===== src/hw/relay_pkg.sv =====
// Shared constants for the relay board control logic: command byte layout,
// reset values, line-voltage codes and watchdog timing.
// Assumes a single 10 MHz system clock domain.
package relay_pkg;
  localparam int unsigned CLK_HZ = 10_000_000;
  localparam int unsigned WD_TIMEOUT_S = 30;
  // Cycles without a heartbeat change before the watchdog trips
  localparam int unsigned WD_CYCLES = WD_TIMEOUT_S * CLK_HZ;
  // Arbitrary default bus address; boards set it by parameter
  localparam logic [6:0] DEV_ADDR = 7'h20;
  // Bit positions inside the command byte
  localparam int unsigned CMD_HEARTBEAT = 0;
  localparam int unsigned CMD_WHEEL_HEAT = 1;
  localparam int unsigned CMD_BENCH_HEAT = 2;
  localparam int unsigned CMD_IR_OFF = 3;
  localparam int unsigned CMD_SAMPLE_CAL = 4;
  localparam int unsigned CMD_ZERO_SPAN = 5;
  localparam int unsigned CMD_SHUTOFF = 6;
  // Safe power-up command: heaters and valves off, IR source on
  localparam logic [7:0] CMD_RESET = 8'h00;
  // Line-voltage strap codes
  localparam logic [1:0] LINE_100 = 2'h0;
  localparam logic [1:0] LINE_115 = 2'h1;
  localparam logic [1:0] LINE_230 = 2'h2;
  localparam logic [3:0] BITS_PER_BYTE = 4'h8;
  typedef enum logic [2:0] {I_IDLE, I_ADDR, I_ADDR_ACK, I_DATA, I_DATA_ACK} i2c_state_t;
endpackage : relay_pkg


===== src/hw/relay_watchdog.sv =====
// Relay board control: a write-only I2C target that sets heater, valve and
// IR source outputs, status indicators, and a heartbeat watchdog.
// Assumes scl, sda and the line strap come from pins, asynchronous to mclk.
`timescale 1ns/10ps
// What this block does
// - Takes command bytes over I2C and sets every relay and switch output except the wheel motor supply from them.
// - Wheel heater is one plain on/off output.
// - Bench heater energises exactly one of two elements, chosen by line voltage strap.
// - Wheel motor supply output is on whenever reset is released; no command turns it off.
// - Each calibration valve has its own output, changed only by host command or a watchdog trip.
// - IR source stays on out of reset unless the host commands it off or the watchdog trips.
// - Eight indicators show present function states; one is a spare.
// - Sample/cal indicator lit while calibration gas is selected.
// - Zero/span indicator lit while span gas is selected.
// - Shutoff indicator lit while calibration flow is open.
// - Heartbeat indicator follows the heartbeat state written by the host.
// - Heartbeat unchanged for 30 seconds forces valves, IR source and heaters off.
// - A watchdog trip leaves the wheel motor supply running.
// - From reset until the host writes or the watchdog trips, outputs hold safe defaults.
module relay_watchdog import relay_pkg::*; #(
  parameter logic [6:0] ADDR = DEV_ADDR,
  parameter int unsigned WD_LIMIT = WD_CYCLES
) (
  input wire logic mclk,
  input wire logic nrst,
  input wire logic scl_i,
  input wire logic sda_i,
  output logic sda_o,
  output logic sda_oe,
  input wire logic [1:0] line_volt_sel,
  output logic wheel_heater_on,
  output logic my_element_low_on,
  output logic my_element_high_on,
  output logic motor_supply_on,
  output logic sample_cal_valve_on,
  output logic zero_span_valve_on,
  output logic shutoff_valve_on,
  output logic ir_source_on,
  output logic watchdog_tripped,
  output logic heartbeat_indicator,
  output logic wheel_heat_indicator,
  output logic my_heat_indicator,
  output logic spare_indicator,
  output logic sample_cal_valve_indicator,
  output logic zero_span_valve_indicator,
  output logic shutoff_valve_indicator,
  output logic ir_source_indicator
);
  localparam int unsigned WD_W = $clog2(WD_LIMIT + 1);

  logic scl_meta_ff, scl_sync_ff, scl_prev_ff;
  logic sda_meta_ff, sda_sync_ff, sda_prev_ff;
  logic [1:0] line_meta_ff, line_sync_ff;
  logic scl_rise, scl_fall, bus_start, bus_stop;

  // Pin inputs pass two flops; logic uses the second stage, plus a third flop on scl and sda for edge detection
  always_ff @(posedge mclk or negedge nrst) begin
    if (!nrst) begin
      scl_meta_ff <= 1'b1;
      scl_sync_ff <= 1'b1;
      scl_prev_ff <= 1'b1;
      sda_meta_ff <= 1'b1;
      sda_sync_ff <= 1'b1;
      sda_prev_ff <= 1'b1;
      line_meta_ff <= LINE_115;
      line_sync_ff <= LINE_115;
    end else begin
      scl_meta_ff <= scl_i;
      scl_sync_ff <= scl_meta_ff;
      scl_prev_ff <= scl_sync_ff;
      sda_meta_ff <= sda_i;
      sda_sync_ff <= sda_meta_ff;
      sda_prev_ff <= sda_sync_ff;
      line_meta_ff <= line_volt_sel;
      line_sync_ff <= line_meta_ff;
    end
  end

  assign scl_rise = scl_sync_ff && !scl_prev_ff;
  assign scl_fall = !scl_sync_ff && scl_prev_ff;
  assign bus_start = scl_sync_ff && scl_prev_ff && sda_prev_ff && !sda_sync_ff;
  assign bus_stop = scl_sync_ff && scl_prev_ff && !sda_prev_ff && sda_sync_ff;

  i2c_state_t state_ff, nxt_state;
  logic [3:0] bits_ff, nxt_bits;
  logic [7:0] shift_ff, nxt_shift;
  logic [7:0] cmd_ff, nxt_cmd;
  logic ack_oe_ff, nxt_ack_oe;

  always_comb begin
    nxt_state = state_ff;
    nxt_bits = bits_ff;
    nxt_shift = shift_ff;
    nxt_cmd = cmd_ff;
    nxt_ack_oe = ack_oe_ff;
    if (bus_start) begin
      nxt_state = I_ADDR;
      nxt_bits = 4'h0;
      nxt_ack_oe = 1'b0;
    end else if (bus_stop) begin
      nxt_state = I_IDLE;
      nxt_ack_oe = 1'b0;
    end else begin
      case (state_ff)
        I_ADDR, I_DATA: begin
          if (scl_rise && bits_ff != BITS_PER_BYTE) begin
            nxt_shift = {shift_ff[6:0], sda_sync_ff};
            nxt_bits = bits_ff + 4'h1;
          end
          if (scl_fall && bits_ff == BITS_PER_BYTE) begin
            if (state_ff == I_ADDR) begin
              // Reads are not supported, so a read address is left unanswered
              if (shift_ff[7:1] == ADDR && !shift_ff[0]) begin
                nxt_state = I_ADDR_ACK;
                nxt_ack_oe = 1'b1;
              end else begin
                nxt_state = I_IDLE;
              end
            end else begin
              nxt_cmd = shift_ff;
              nxt_state = I_DATA_ACK;
              nxt_ack_oe = 1'b1;
            end
          end
        end
        I_ADDR_ACK, I_DATA_ACK: begin
          if (scl_fall) begin
            nxt_state = I_DATA;
            nxt_bits = 4'h0;
            nxt_ack_oe = 1'b0;
          end
        end
        default: begin
          nxt_state = I_IDLE;
        end
      endcase
    end
  end

  always_ff @(posedge mclk or negedge nrst) begin
    if (!nrst) begin
      state_ff <= I_IDLE;
      bits_ff <= 4'h0;
      shift_ff <= 8'h00;
      cmd_ff <= CMD_RESET;
      ack_oe_ff <= 1'b0;
    end else begin
      state_ff <= nxt_state;
      bits_ff <= nxt_bits;
      shift_ff <= nxt_shift;
      cmd_ff <= nxt_cmd;
      ack_oe_ff <= nxt_ack_oe;
    end
  end

  // Watchdog: counts cycles since the last heartbeat change, saturating at the limit
  logic [WD_W-1:0] wd_cnt_ff, nxt_wd_cnt;
  logic hb_prev_ff, nxt_hb_prev;
  logic trip;

  always_comb begin
    nxt_hb_prev = cmd_ff[CMD_HEARTBEAT];
    if (cmd_ff[CMD_HEARTBEAT] != hb_prev_ff) begin
      nxt_wd_cnt = '0;
    end else if (wd_cnt_ff == WD_W'(WD_LIMIT)) begin
      nxt_wd_cnt = wd_cnt_ff;
    end else begin
      nxt_wd_cnt = wd_cnt_ff + 1'b1;
    end
  end

  always_ff @(posedge mclk or negedge nrst) begin
    if (!nrst) begin
      wd_cnt_ff <= '0;
      hb_prev_ff <= CMD_RESET[CMD_HEARTBEAT];
    end else begin
      wd_cnt_ff <= nxt_wd_cnt;
      hb_prev_ff <= nxt_hb_prev;
    end
  end

  assign trip = (wd_cnt_ff == WD_W'(WD_LIMIT));

  // Output stage; every output is a flop
  logic nxt_wheel, nxt_el_low, nxt_el_high, nxt_sc, nxt_zs, nxt_so, nxt_ir, my_on;

  always_comb begin
    nxt_wheel = cmd_ff[CMD_WHEEL_HEAT] && !trip;
    my_on = cmd_ff[CMD_BENCH_HEAT] && !trip;
    // Undefined strap code falls back to the low-voltage element so one stays usable
    nxt_el_high = my_on && (line_sync_ff == LINE_230);
    nxt_el_low = my_on && (line_sync_ff != LINE_230);
    nxt_sc = cmd_ff[CMD_SAMPLE_CAL] && !trip;
    nxt_zs = cmd_ff[CMD_ZERO_SPAN] && !trip;
    nxt_so = cmd_ff[CMD_SHUTOFF] && !trip;
    nxt_ir = !cmd_ff[CMD_IR_OFF] && !trip;
  end

  always_ff @(posedge mclk or negedge nrst) begin
    if (!nrst) begin
      sda_o <= 1'b0;
      sda_oe <= 1'b0;
      wheel_heater_on <= 1'b0;
      my_element_low_on <= 1'b0;
      my_element_high_on <= 1'b0;
      motor_supply_on <= 1'b0;
      sample_cal_valve_on <= 1'b0;
      zero_span_valve_on <= 1'b0;
      shutoff_valve_on <= 1'b0;
      ir_source_on <= 1'b0;
      watchdog_tripped <= 1'b0;
      heartbeat_indicator <= 1'b0;
      wheel_heat_indicator <= 1'b0;
      my_heat_indicator <= 1'b0;
      spare_indicator <= 1'b0;
      sample_cal_valve_indicator <= 1'b0;
      zero_span_valve_indicator <= 1'b0;
      shutoff_valve_indicator <= 1'b0;
      ir_source_indicator <= 1'b0;
    end else begin
      // Open-drain: only ever pull low
      sda_o <= 1'b0;
      sda_oe <= nxt_ack_oe;
      wheel_heater_on <= nxt_wheel;
      my_element_low_on <= nxt_el_low;
      my_element_high_on <= nxt_el_high;
      motor_supply_on <= 1'b1;
      sample_cal_valve_on <= nxt_sc;
      zero_span_valve_on <= nxt_zs;
      shutoff_valve_on <= nxt_so;
      ir_source_on <= nxt_ir;
      watchdog_tripped <= trip;
      heartbeat_indicator <= cmd_ff[CMD_HEARTBEAT];
      wheel_heat_indicator <= nxt_wheel;
      my_heat_indicator <= my_on;
      spare_indicator <= 1'b0;
      sample_cal_valve_indicator <= nxt_sc;
      zero_span_valve_indicator <= nxt_zs;
      shutoff_valve_indicator <= nxt_so;
      ir_source_indicator <= nxt_ir;
    end
  end
endmodule : relay_watchdog


===== config.mk =====
export PLATFORM = sky130hd
export DESIGN_NAME = relay_watchdog
export DESIGN_NICKNAME = d
export VERILOG_FILES = /design/src/hw/relay_pkg.sv /design/src/hw/relay_watchdog.sv
export SDC_FILE = /design/constraint.sdc
export NUM_CORES = 1
export LEC_CHECK = 0
export BUFFER_PORTS_ARGS = -buffer_cell sky130_fd_sc_hd__buf_2
export CORE_MARGIN = 10
export CORE_UTILIZATION = 62
export CTS_BUF_LIST = sky130_fd_sc_hd__clkbuf_2 sky130_fd_sc_hd__clkbuf_4 sky130_fd_sc_hd__clkbuf_8
export DETAILED_ROUTE_END_ITERATION = 10
export PLACE_DENSITY = 0.87
export SYNTH_ARGS = -nofsm -noshare
export SYNTH_HDL_FRONTEND = slang
export SYNTH_SLANG_ARGS = --single-unit

===== constraint.sdc =====
create_clock -name mclk -period 2.3 [get_ports mclk]
set_clock_uncertainty 0.05 [all_clocks]
set_input_delay 0.345 -clock mclk [delete_from_list [all_inputs] [get_ports mclk]]
set_output_delay 0.345 -clock mclk [all_outputs]
set_load 0.05 [all_outputs]

==> results of run 1 <==
-- logic make-up after synthesis --
group	share of synthesized area [%]
fa+ha+maj	1.476
flops	54.15
other cells	0.2214
buf+inv	4.316
compound gates	10.25
xor+xnor	3.357
simple gates	19.99
mux	6.234
-- metrics by stage --
step	utilization, %	cells	worst slack [ps]	power, mW
6_report	72.48	411	273.7	2.931
2_1_floorplan	-	310	485.0	1.823
3_5_place_dp	68.41	394	292.4	1.949
5_1_grt	72.48	411	62.84	3.085
4_1_cts	72.48	411	292.4	2.951
3_3_place_gp	68.41	394	375.3	1.916
-- routing by layer --
metal	part of all wire, %	up-vias	global-route usage [%]	wire, um
met5	0	-	0	0
met4	2.2	0	8.608	142
met3	7.9	16	4.157	518
met2	45	96	22.93	2957
met1	45	1205	21.10	2940
li1	-	1173	-	-
-- layout by cell type, fill, tap and decap left out, types with 3 or more instances in the layout --
master,netlist,routed
dfrtp_1,65,65
buf_2,0,22
a21oi_1,21,21
nand2_1,19,19
mux2_1,16,16
or4_1,15,15
nor2_1,14,14
inv_1,13,13
nand4_1,11,11
nand3_1,11,11
o31ai_1,11,11
clkbuf_8,0,10
xor2_1,8,8
dfstp_2,8,8
o21ai_1,7,7
nor4_1,6,6
nor2b_1,6,6
nor3_1,6,6
buf_4,7,6
xnor2_1,5,5
or3_1,4,4
and3_1,4,4
ha_1,4,4
nand2b_1,3,3
a221oi_1,3,3
conb_1,2,3
-- power by group through the flow --
stage               logic (mW)  clock network [mW]  registers [mW]
floorplan                0.254                   0            1.57
global placement         0.324                   0            1.59
detailed placement       0.344                   0            1.60
CTS                      0.352                1.01            1.59
global route             0.396                1.07            1.62
finish                   0.346               0.996            1.59
-- state kept, by name, summed over array words and instances, names as in the netlist, 2 cells and up --
signal / flops
cmd_ff: 7
shift_ff: 8
line_meta_ff: 2
wd_cnt_ff: 29
line_sync_ff: 2
bits_ff: 4
state_ff: 3
-- layout make-up --
class                      count  area [um2]
sequential                    73        1837
fill                         374        1433
multi-input combinational    209        1413
timing repair buffer          30       185.2
clock buffer                  11       145.1
tap                           70       87.58
clock inverter                 5       56.30
inverter                      13       48.80
-- final timing paths --
| path | start | to | slack (ps) | depth (start not counted) |
|---|---|---|---|---|
| hold / removal | scl_i | scl_meta_ff | 50 | 1 |
| max in group asynchronous | nrst | sample_cal_valve_indicator | 1050 | 3 |
| hold reg to reg | sda_meta_ff | sda_sync_ff | 300 | 0 |
| setup reg to reg | wd_cnt_ff[14] | wd_cnt_ff[28] | 270 | 4 |
| min in group asynchronous | nrst | wd_cnt_ff[22] | 480 | 2 |
| setup / recovery | wd_cnt_ff[14] | wd_cnt_ff[28] | 270 | 4 |
-- critical path: cells and delay by family (launching register included) --
kind	cells	cell delay, ps
flip-flops	1	480
AO/OA/AOI/OAI	1	150
AND/OR/NAND/NOR	3	1270
-- timing repair --
item	CTS	global route
hold buffers	1	0
endpoints found under the hold margin	21	0
setup endpoints to repair	0	0
buffers inserted	0	0
==> summary.txt, run 1 <==
Status
  • Status: completed

Setup path
  • Critical Path Slowest Stage Cell: or4_1
  • CP Cell Sequence: nand4_1 > or4_1 > or4_1 > a21oi_1
  • Most used cell along the critical path: or4_1
  • WS Path Type: register to register
  • Critical path fanouts, max: 8
  • CP Capture Type: register
  • Worst path required time: ~2500 ps
  • Arr. time, crit path: 2240 ps
  • CP Launch Type: register
  • Slowest stage delay, CP: 600 ps

Timing
  • Max Slew Vio Count: 0
  • Final setup violation count: 0
  • RSZ-0062 raised after global routing: false
  • Rel. slew slack: 63.01%
  • Max Fclk: 493.5 MHz
  • Final setup TNS: 0 ps
  • Tmin final: between 2000 and 2500 ps
  • Worst slew pin tran: between 500 and 600 ps
  • Fin crit share: roughly nine tenths
  • Final hold vios: 0
  • Final hold slack: 48.55 ps

Route
  • Initial DRC count: approximately 210
  • Via count: about 2500
  • DRT Wirelength: around 6.6 mm
  • DR DRC count: 0
  • First-pass detailed-route iteration total: 4
  • WL/cell: 15.96 um
  • Number of routed nets with antenna violations: 0
  • Vias per cell: 6.058

Global route
  • GR Util All Layers: between 10% and 20%
  • Initial antenna violation count: 0
  • First-pass GRT wire length: between 10 and 15 mm
  • Largest net degree at the start of global routing: 32
  • Vias in the first global route: 2430
  • Grt ovf: 0

Pwr
  • P_int: 2.134 mW
  • Sequential power share: about 54%
  • Switch Pwr: between 700 and 800 uW
  • Clk pwr share: 34.0%
  • Pwr dens: roughly 780 nW/um2
  • Max VDD drop: a little under 0.6 mV
  • Lkg Pwr: between 1.5 and 2 nW
  • Logic pwr share: about an eighth
  • Switching part of the total: a little over a quarter

Die
  • Die Ht: approximately 94 um
  • Row cnt: 26
  • Die X-Extent: roughly 94 um
  • Core area: around 5200 um2
  • Top Ports: 25
  • Die area: 8829 um2
  • Starting density of the core: 65.17%

Finish
  • Final Cell Area: 3772 um2
  • Layout cells sized above 1: between 10% and 20%
  • Diodes inserted: 0
  • Area growth syn-to-layout: 11.21%
  • Layout Nets: 346

Clock network
  • CTS Buf Count: 9
  • CTS tree: built
  • Clock sink count: 73
  • Clock Pin Slew Worst Setup and Hold Paths: roughly 80 ps
  • Post_cts resized: 0
  • Clock Tree Root: clkbuf_8
  • Clock Latency Late Sink: between 300 and 400 ps
  • Deepest clock path buffer count: 2
  • H-Tree Depth: 3

Logic synthesis
  • Seq cells post-synth: 73
  • Post-synth ARST share: between 90% and 100%
  • Cells after Synth: 309
  • Area leader, netlist: dfrtp_1
  • YS warnings: 0
  • Seq/Total Area, Yosys: between 50% and 60%
  • Synth top cells by count: dfrtp_1 (65), a21oi_1 (21), nand2_1 (19), mux2_1 (16), or4_1 (15)
  • Yosys top cell area share: 47.95%
  • EDFF count, synth: 0
  • Mapped Area: around 3400 um2
  • Largest cells by area after synthesis: dfrtp_1 (48%), dfstp_2 (6.2%), mux2_1 (5.3%)
  • Yosys cell types: 49
  • Top_reg_cell synth: dfrtp_1
  • Avg Inst Size Synth: 10.98 um2
  • Most numerous cell in the Yosys netlist: dfrtp_1

Place
  • GPL Wtd Cong: around 0.86
  • PortBufs: 22
  • DP Wirelength: between 4 and 5 mm
  • DP Area: ~3600 um2

Run
  • Total of max-cap violations: 0

Hold path
  • Worst hold path class: input pin to register
No activity file was read; power rests on OpenSTA's default activity.
==> run 2: changes to the inputs <==
--- a/config.mk
+++ b/config.mk
@@ -7,10 +7,10 @@
 export LEC_CHECK = 0
 export BUFFER_PORTS_ARGS = -buffer_cell sky130_fd_sc_hd__buf_2
 export CORE_MARGIN = 10
-export CORE_UTILIZATION = 62
+export CORE_UTILIZATION = 60
 export CTS_BUF_LIST = sky130_fd_sc_hd__clkbuf_2 sky130_fd_sc_hd__clkbuf_4 sky130_fd_sc_hd__clkbuf_8
 export DETAILED_ROUTE_END_ITERATION = 10
-export PLACE_DENSITY = 0.87
+export PLACE_DENSITY = 0.84
 export SYNTH_ARGS = -nofsm -noshare
 export SYNTH_HDL_FRONTEND = slang
 export SYNTH_SLANG_ARGS = --single-unit
==> run 2 against run 1 <==
Global-route usage rose by 0.44 points. Flip-flop and latch count stayed put. First-iteration DRC count fell by 31%. Power increased by 8.6%. Final cell count increased by 0.24%. Hold slack lost 14 ps. Cell area up 1.2%. Via count stayed put. Wire length grew 4.1%. Setup slack improved by 22 ps. Clock-buffer cell count fell by 1. Sequential power about the same.
==> summary.txt, run 2 (synthesized netlist as in run 1, its figures left out) <==
Clock network
  • CTS tree: built
  • Clock Latency Late Sink: 360 ps (+20 ps)
  • Clock Pin Slew Worst Setup and Hold Paths: 80 ps (about the same)
  • CTS Buf Count: 9 (unchanged)
  • Clock sink count: 73 (unchanged)
  • H-Tree Depth: 3 (unchanged)
  • Clock Tree Root: clkbuf_8
  • Deepest clock path buffer count: 2 (unchanged)

Timing
  • Rel. slew slack: 57.18% (-5.8 points)
  • Worst slew pin tran: 642.3 ps (+87.38 ps)
  • RSZ-0062 raised after global routing: false
  • Final hold vios: 0 (unchanged)
  • Final setup TNS: 0 ps (unchanged)
  • Max Fclk: 498.9 MHz (+1.1%)
  • Final setup violation count: 0 (unchanged)
  • Tmin final: 2005 ps (-21.75 ps)
  • Fin crit share: 87.15% (-0.95 points)
  • Max Slew Vio Count: 0 (unchanged)

Setup path
  • R2R Path Start: wd_cnt_ff[20]
  • FF-to-FF setup slack: 300 ps (+20 ps)
  • WS Path Type: register to register
  • Worst r2r path cells: 4 (unchanged)
  • CP Launch Type: register
  • CP Capture Type: register
  • Arr. time, crit path: 2190 ps (-50 ps)
  • R2R Path End: zero_span_valve_indicator
  • Critical path fanouts, max: 7 (-1)
  • Worst path required time: 2490 ps (-30 ps)

Place
  • GPL Wtd Cong: 0.8367 (-2.8%)
  • PortBufs: 22 (unchanged)
  • DP Wirelength: 4.556 mm (+2.7%)
  • DP Area: 3556 um2 (-0.14%)

Hold path
  • WHS Endpoint: scl_meta_ff
  • Min-delay src: scl_i
  • Hold path cells: 1 (unchanged)
  • Worst hold path class: input pin to register

Finish
  • Layout Nets: 345 (-0.29%)
  • Multi-input logic area: 1413 um2 (unchanged)
  • Most frequent cells in the layout: dfrtp_1 (65), buf_2 (22), a21oi_1 (21), nand2_1 (19), mux2_1 (16)
  • Filler cells: 413 (+10%)
  • Diodes inserted: 0 (unchanged)
  • Seq. cell area: 1837 um2 (unchanged)
  • Layout cells sized above 1: 17.35% (-0.24 points)
  • Area growth syn-to-layout: 12.50%
  • Commonest non-fill, non-tap cell in the layout: dfrtp_1
  • Regs by FF count: wd_cnt_ff x29, shift_ff x8, cmd_ff x7
  • Final Cell Area: 3816 um2 (+1.2%)
  • Register with the most flip-flops: wd_cnt_ff
  • Core Util, Final: 69.30% (-3.2 points)
  • Max FFs per register: 29 (unchanged)

Die
  • Die area: 9061 um2 (+2.6%)
  • Starting density of the core: 61.60% (-3.6 points)
  • Die Ht: 95.19 um (+1.3%)
  • Core area: 5507 um2 (+5.8%)
  • Die X-Extent: 95.19 um (+1.3%)
  • Top Ports: 25 (unchanged)
  • Row cnt: 27 (+3.8%)

Route
  • First-pass detailed-route iteration total: 4 (unchanged)
  • DR DRC count: 0 (unchanged)
  • Number of routed nets with antenna violations: 0 (unchanged)
  • WL/cell: 16.58 um (+3.9%)
  • Initial DRC count: 144 (-31%)
  • Vias per cell: 6.044 (-0.24%)
  • DRT Wirelength: 6.829 mm (+4.1%)
  • Via count: 2490 (unchanged)

Pwr
  • P_int: 2.345 mW (+9.9%)
  • Switch Pwr: 836.9 uW (+5.0%)
  • Total Power: 3.182 mW (+8.6%)
  • Clk pwr share: 39.3% (+5.3 points)
  • Max VDD drop: 0.5968 mV (+3.0%)
  • Logic pwr share: 10.7% (-1.1 points)
  • Lkg Pwr: 1.729 nW (+1.2%)
  • Pwr dens: 833.8 nW/um2 (+7.3%)
  • Switching part of the total: 26.30% (-0.89 points)
  • Sequential power share: 50.0% (-4.2 points)

Global route
  • Met2 Usage GRT: 25.23% (+2.3 points)
  • Vias in the first global route: 2482 (+2.1%)
  • Largest net degree at the start of global routing: 36 (+13%)
  • GR Util met3: 4.163% (+0.0067 points)
  • Grt ovf: 0 (unchanged)
  • Busiest grt layer: met2
  • Initial antenna violation count: 0 (unchanged)
  • Met1 GRT Util: 20.44% (-0.66 points)
  • First-pass GRT wire length: 11.60 mm (+2.3%)
  • GR Util All Layers: 16.27% (+0.44 points)

Status
  • Status: completed

Run
  • Total of max-cap violations: 0 (unchanged)
run 2: cell types whose count changed in the layout (fill, tap and decap cells not counted):
cell | before | now
buf_4 | 6 | 5
inv_6 | 0 | 1
bufinv_16 | 1 | 3
clkbuf_4 | 1 | 0
clkinv_2 | 2 | 1
clkinvlp_4 | 1 | 0
run 2: layout make-up:
cell class                      count  share of cell area [%]
Clock buffer                       10                   3.607
Tap cell                           72                   2.361
Clock inverter                      6                   2.951
Inverter                           13                   1.279
Timing Repair Buffer               29                   4.656
Sequential cell                    73                   48.13
Multi-Input combinational cell    209                   37.02
run 2: worst max-delay path by stage:
stage             startpoint                         to  slack [ps]  depth (start not counted)
2_1_floorplan   wd_cnt_ff[6]              wd_cnt_ff[17]         480                          5
3_3_place_gp   wd_cnt_ff[20]  zero_span_valve_indicator         380                          4
3_5_place_dp   wd_cnt_ff[20]  zero_span_valve_indicator         300                          4
4_1_cts        wd_cnt_ff[20]  zero_span_valve_indicator         300                          4
5_1_grt        wd_cnt_ff[20]  zero_span_valve_indicator         160                          4
6_report       wd_cnt_ff[20]  zero_span_valve_indicator         300                          4
run 2: per-stage QoR:
stage	cells	worst slack (ps)	hold WS, ps
after floorplan	310	485.0	-0.5911
after global placement	395	383.6	283.2
final	412	295.5	34.24
after global routing	412	159.0	30.05
after detailed placement	395	304.0	284.7
after CTS	412	296.2	29.56
run 2: power groups by stage:
stage	clock network [mW]	logic (mW)	registers (mW)
finish	1.25	0.341	1.59
CTS	1.26	0.346	1.59
floorplan	0	0.254	1.57
global placement	0	0.324	1.59
global route	1.32	0.395	1.61
detailed placement	0	0.341	1.61
run 2: repair_timing:
action / 4_1_cts / 5_1_grt
hold buffers: 1 / 0
resized for setup: 0 / 0
endpoints found under the hold margin: 19 / 0
setup buffers: 0 / 0
run 2: routing by layer:
| metal | vias up | wire length (um) |
|---|---|---|
| met5 | - | 0 |
| met2 | 69 | 3145 |
| met3 | 13 | 481 |
| li1 | 1180 | - |
| met4 | 0 | 125 |
| met1 | 1228 | 3077 |
run 2: worst max-delay path: stages (launching register included):
cell     delay (ps)
dfrtp_1         440
or4_1           560
or3_1           410
nor2_1          330
nor2b_1          90
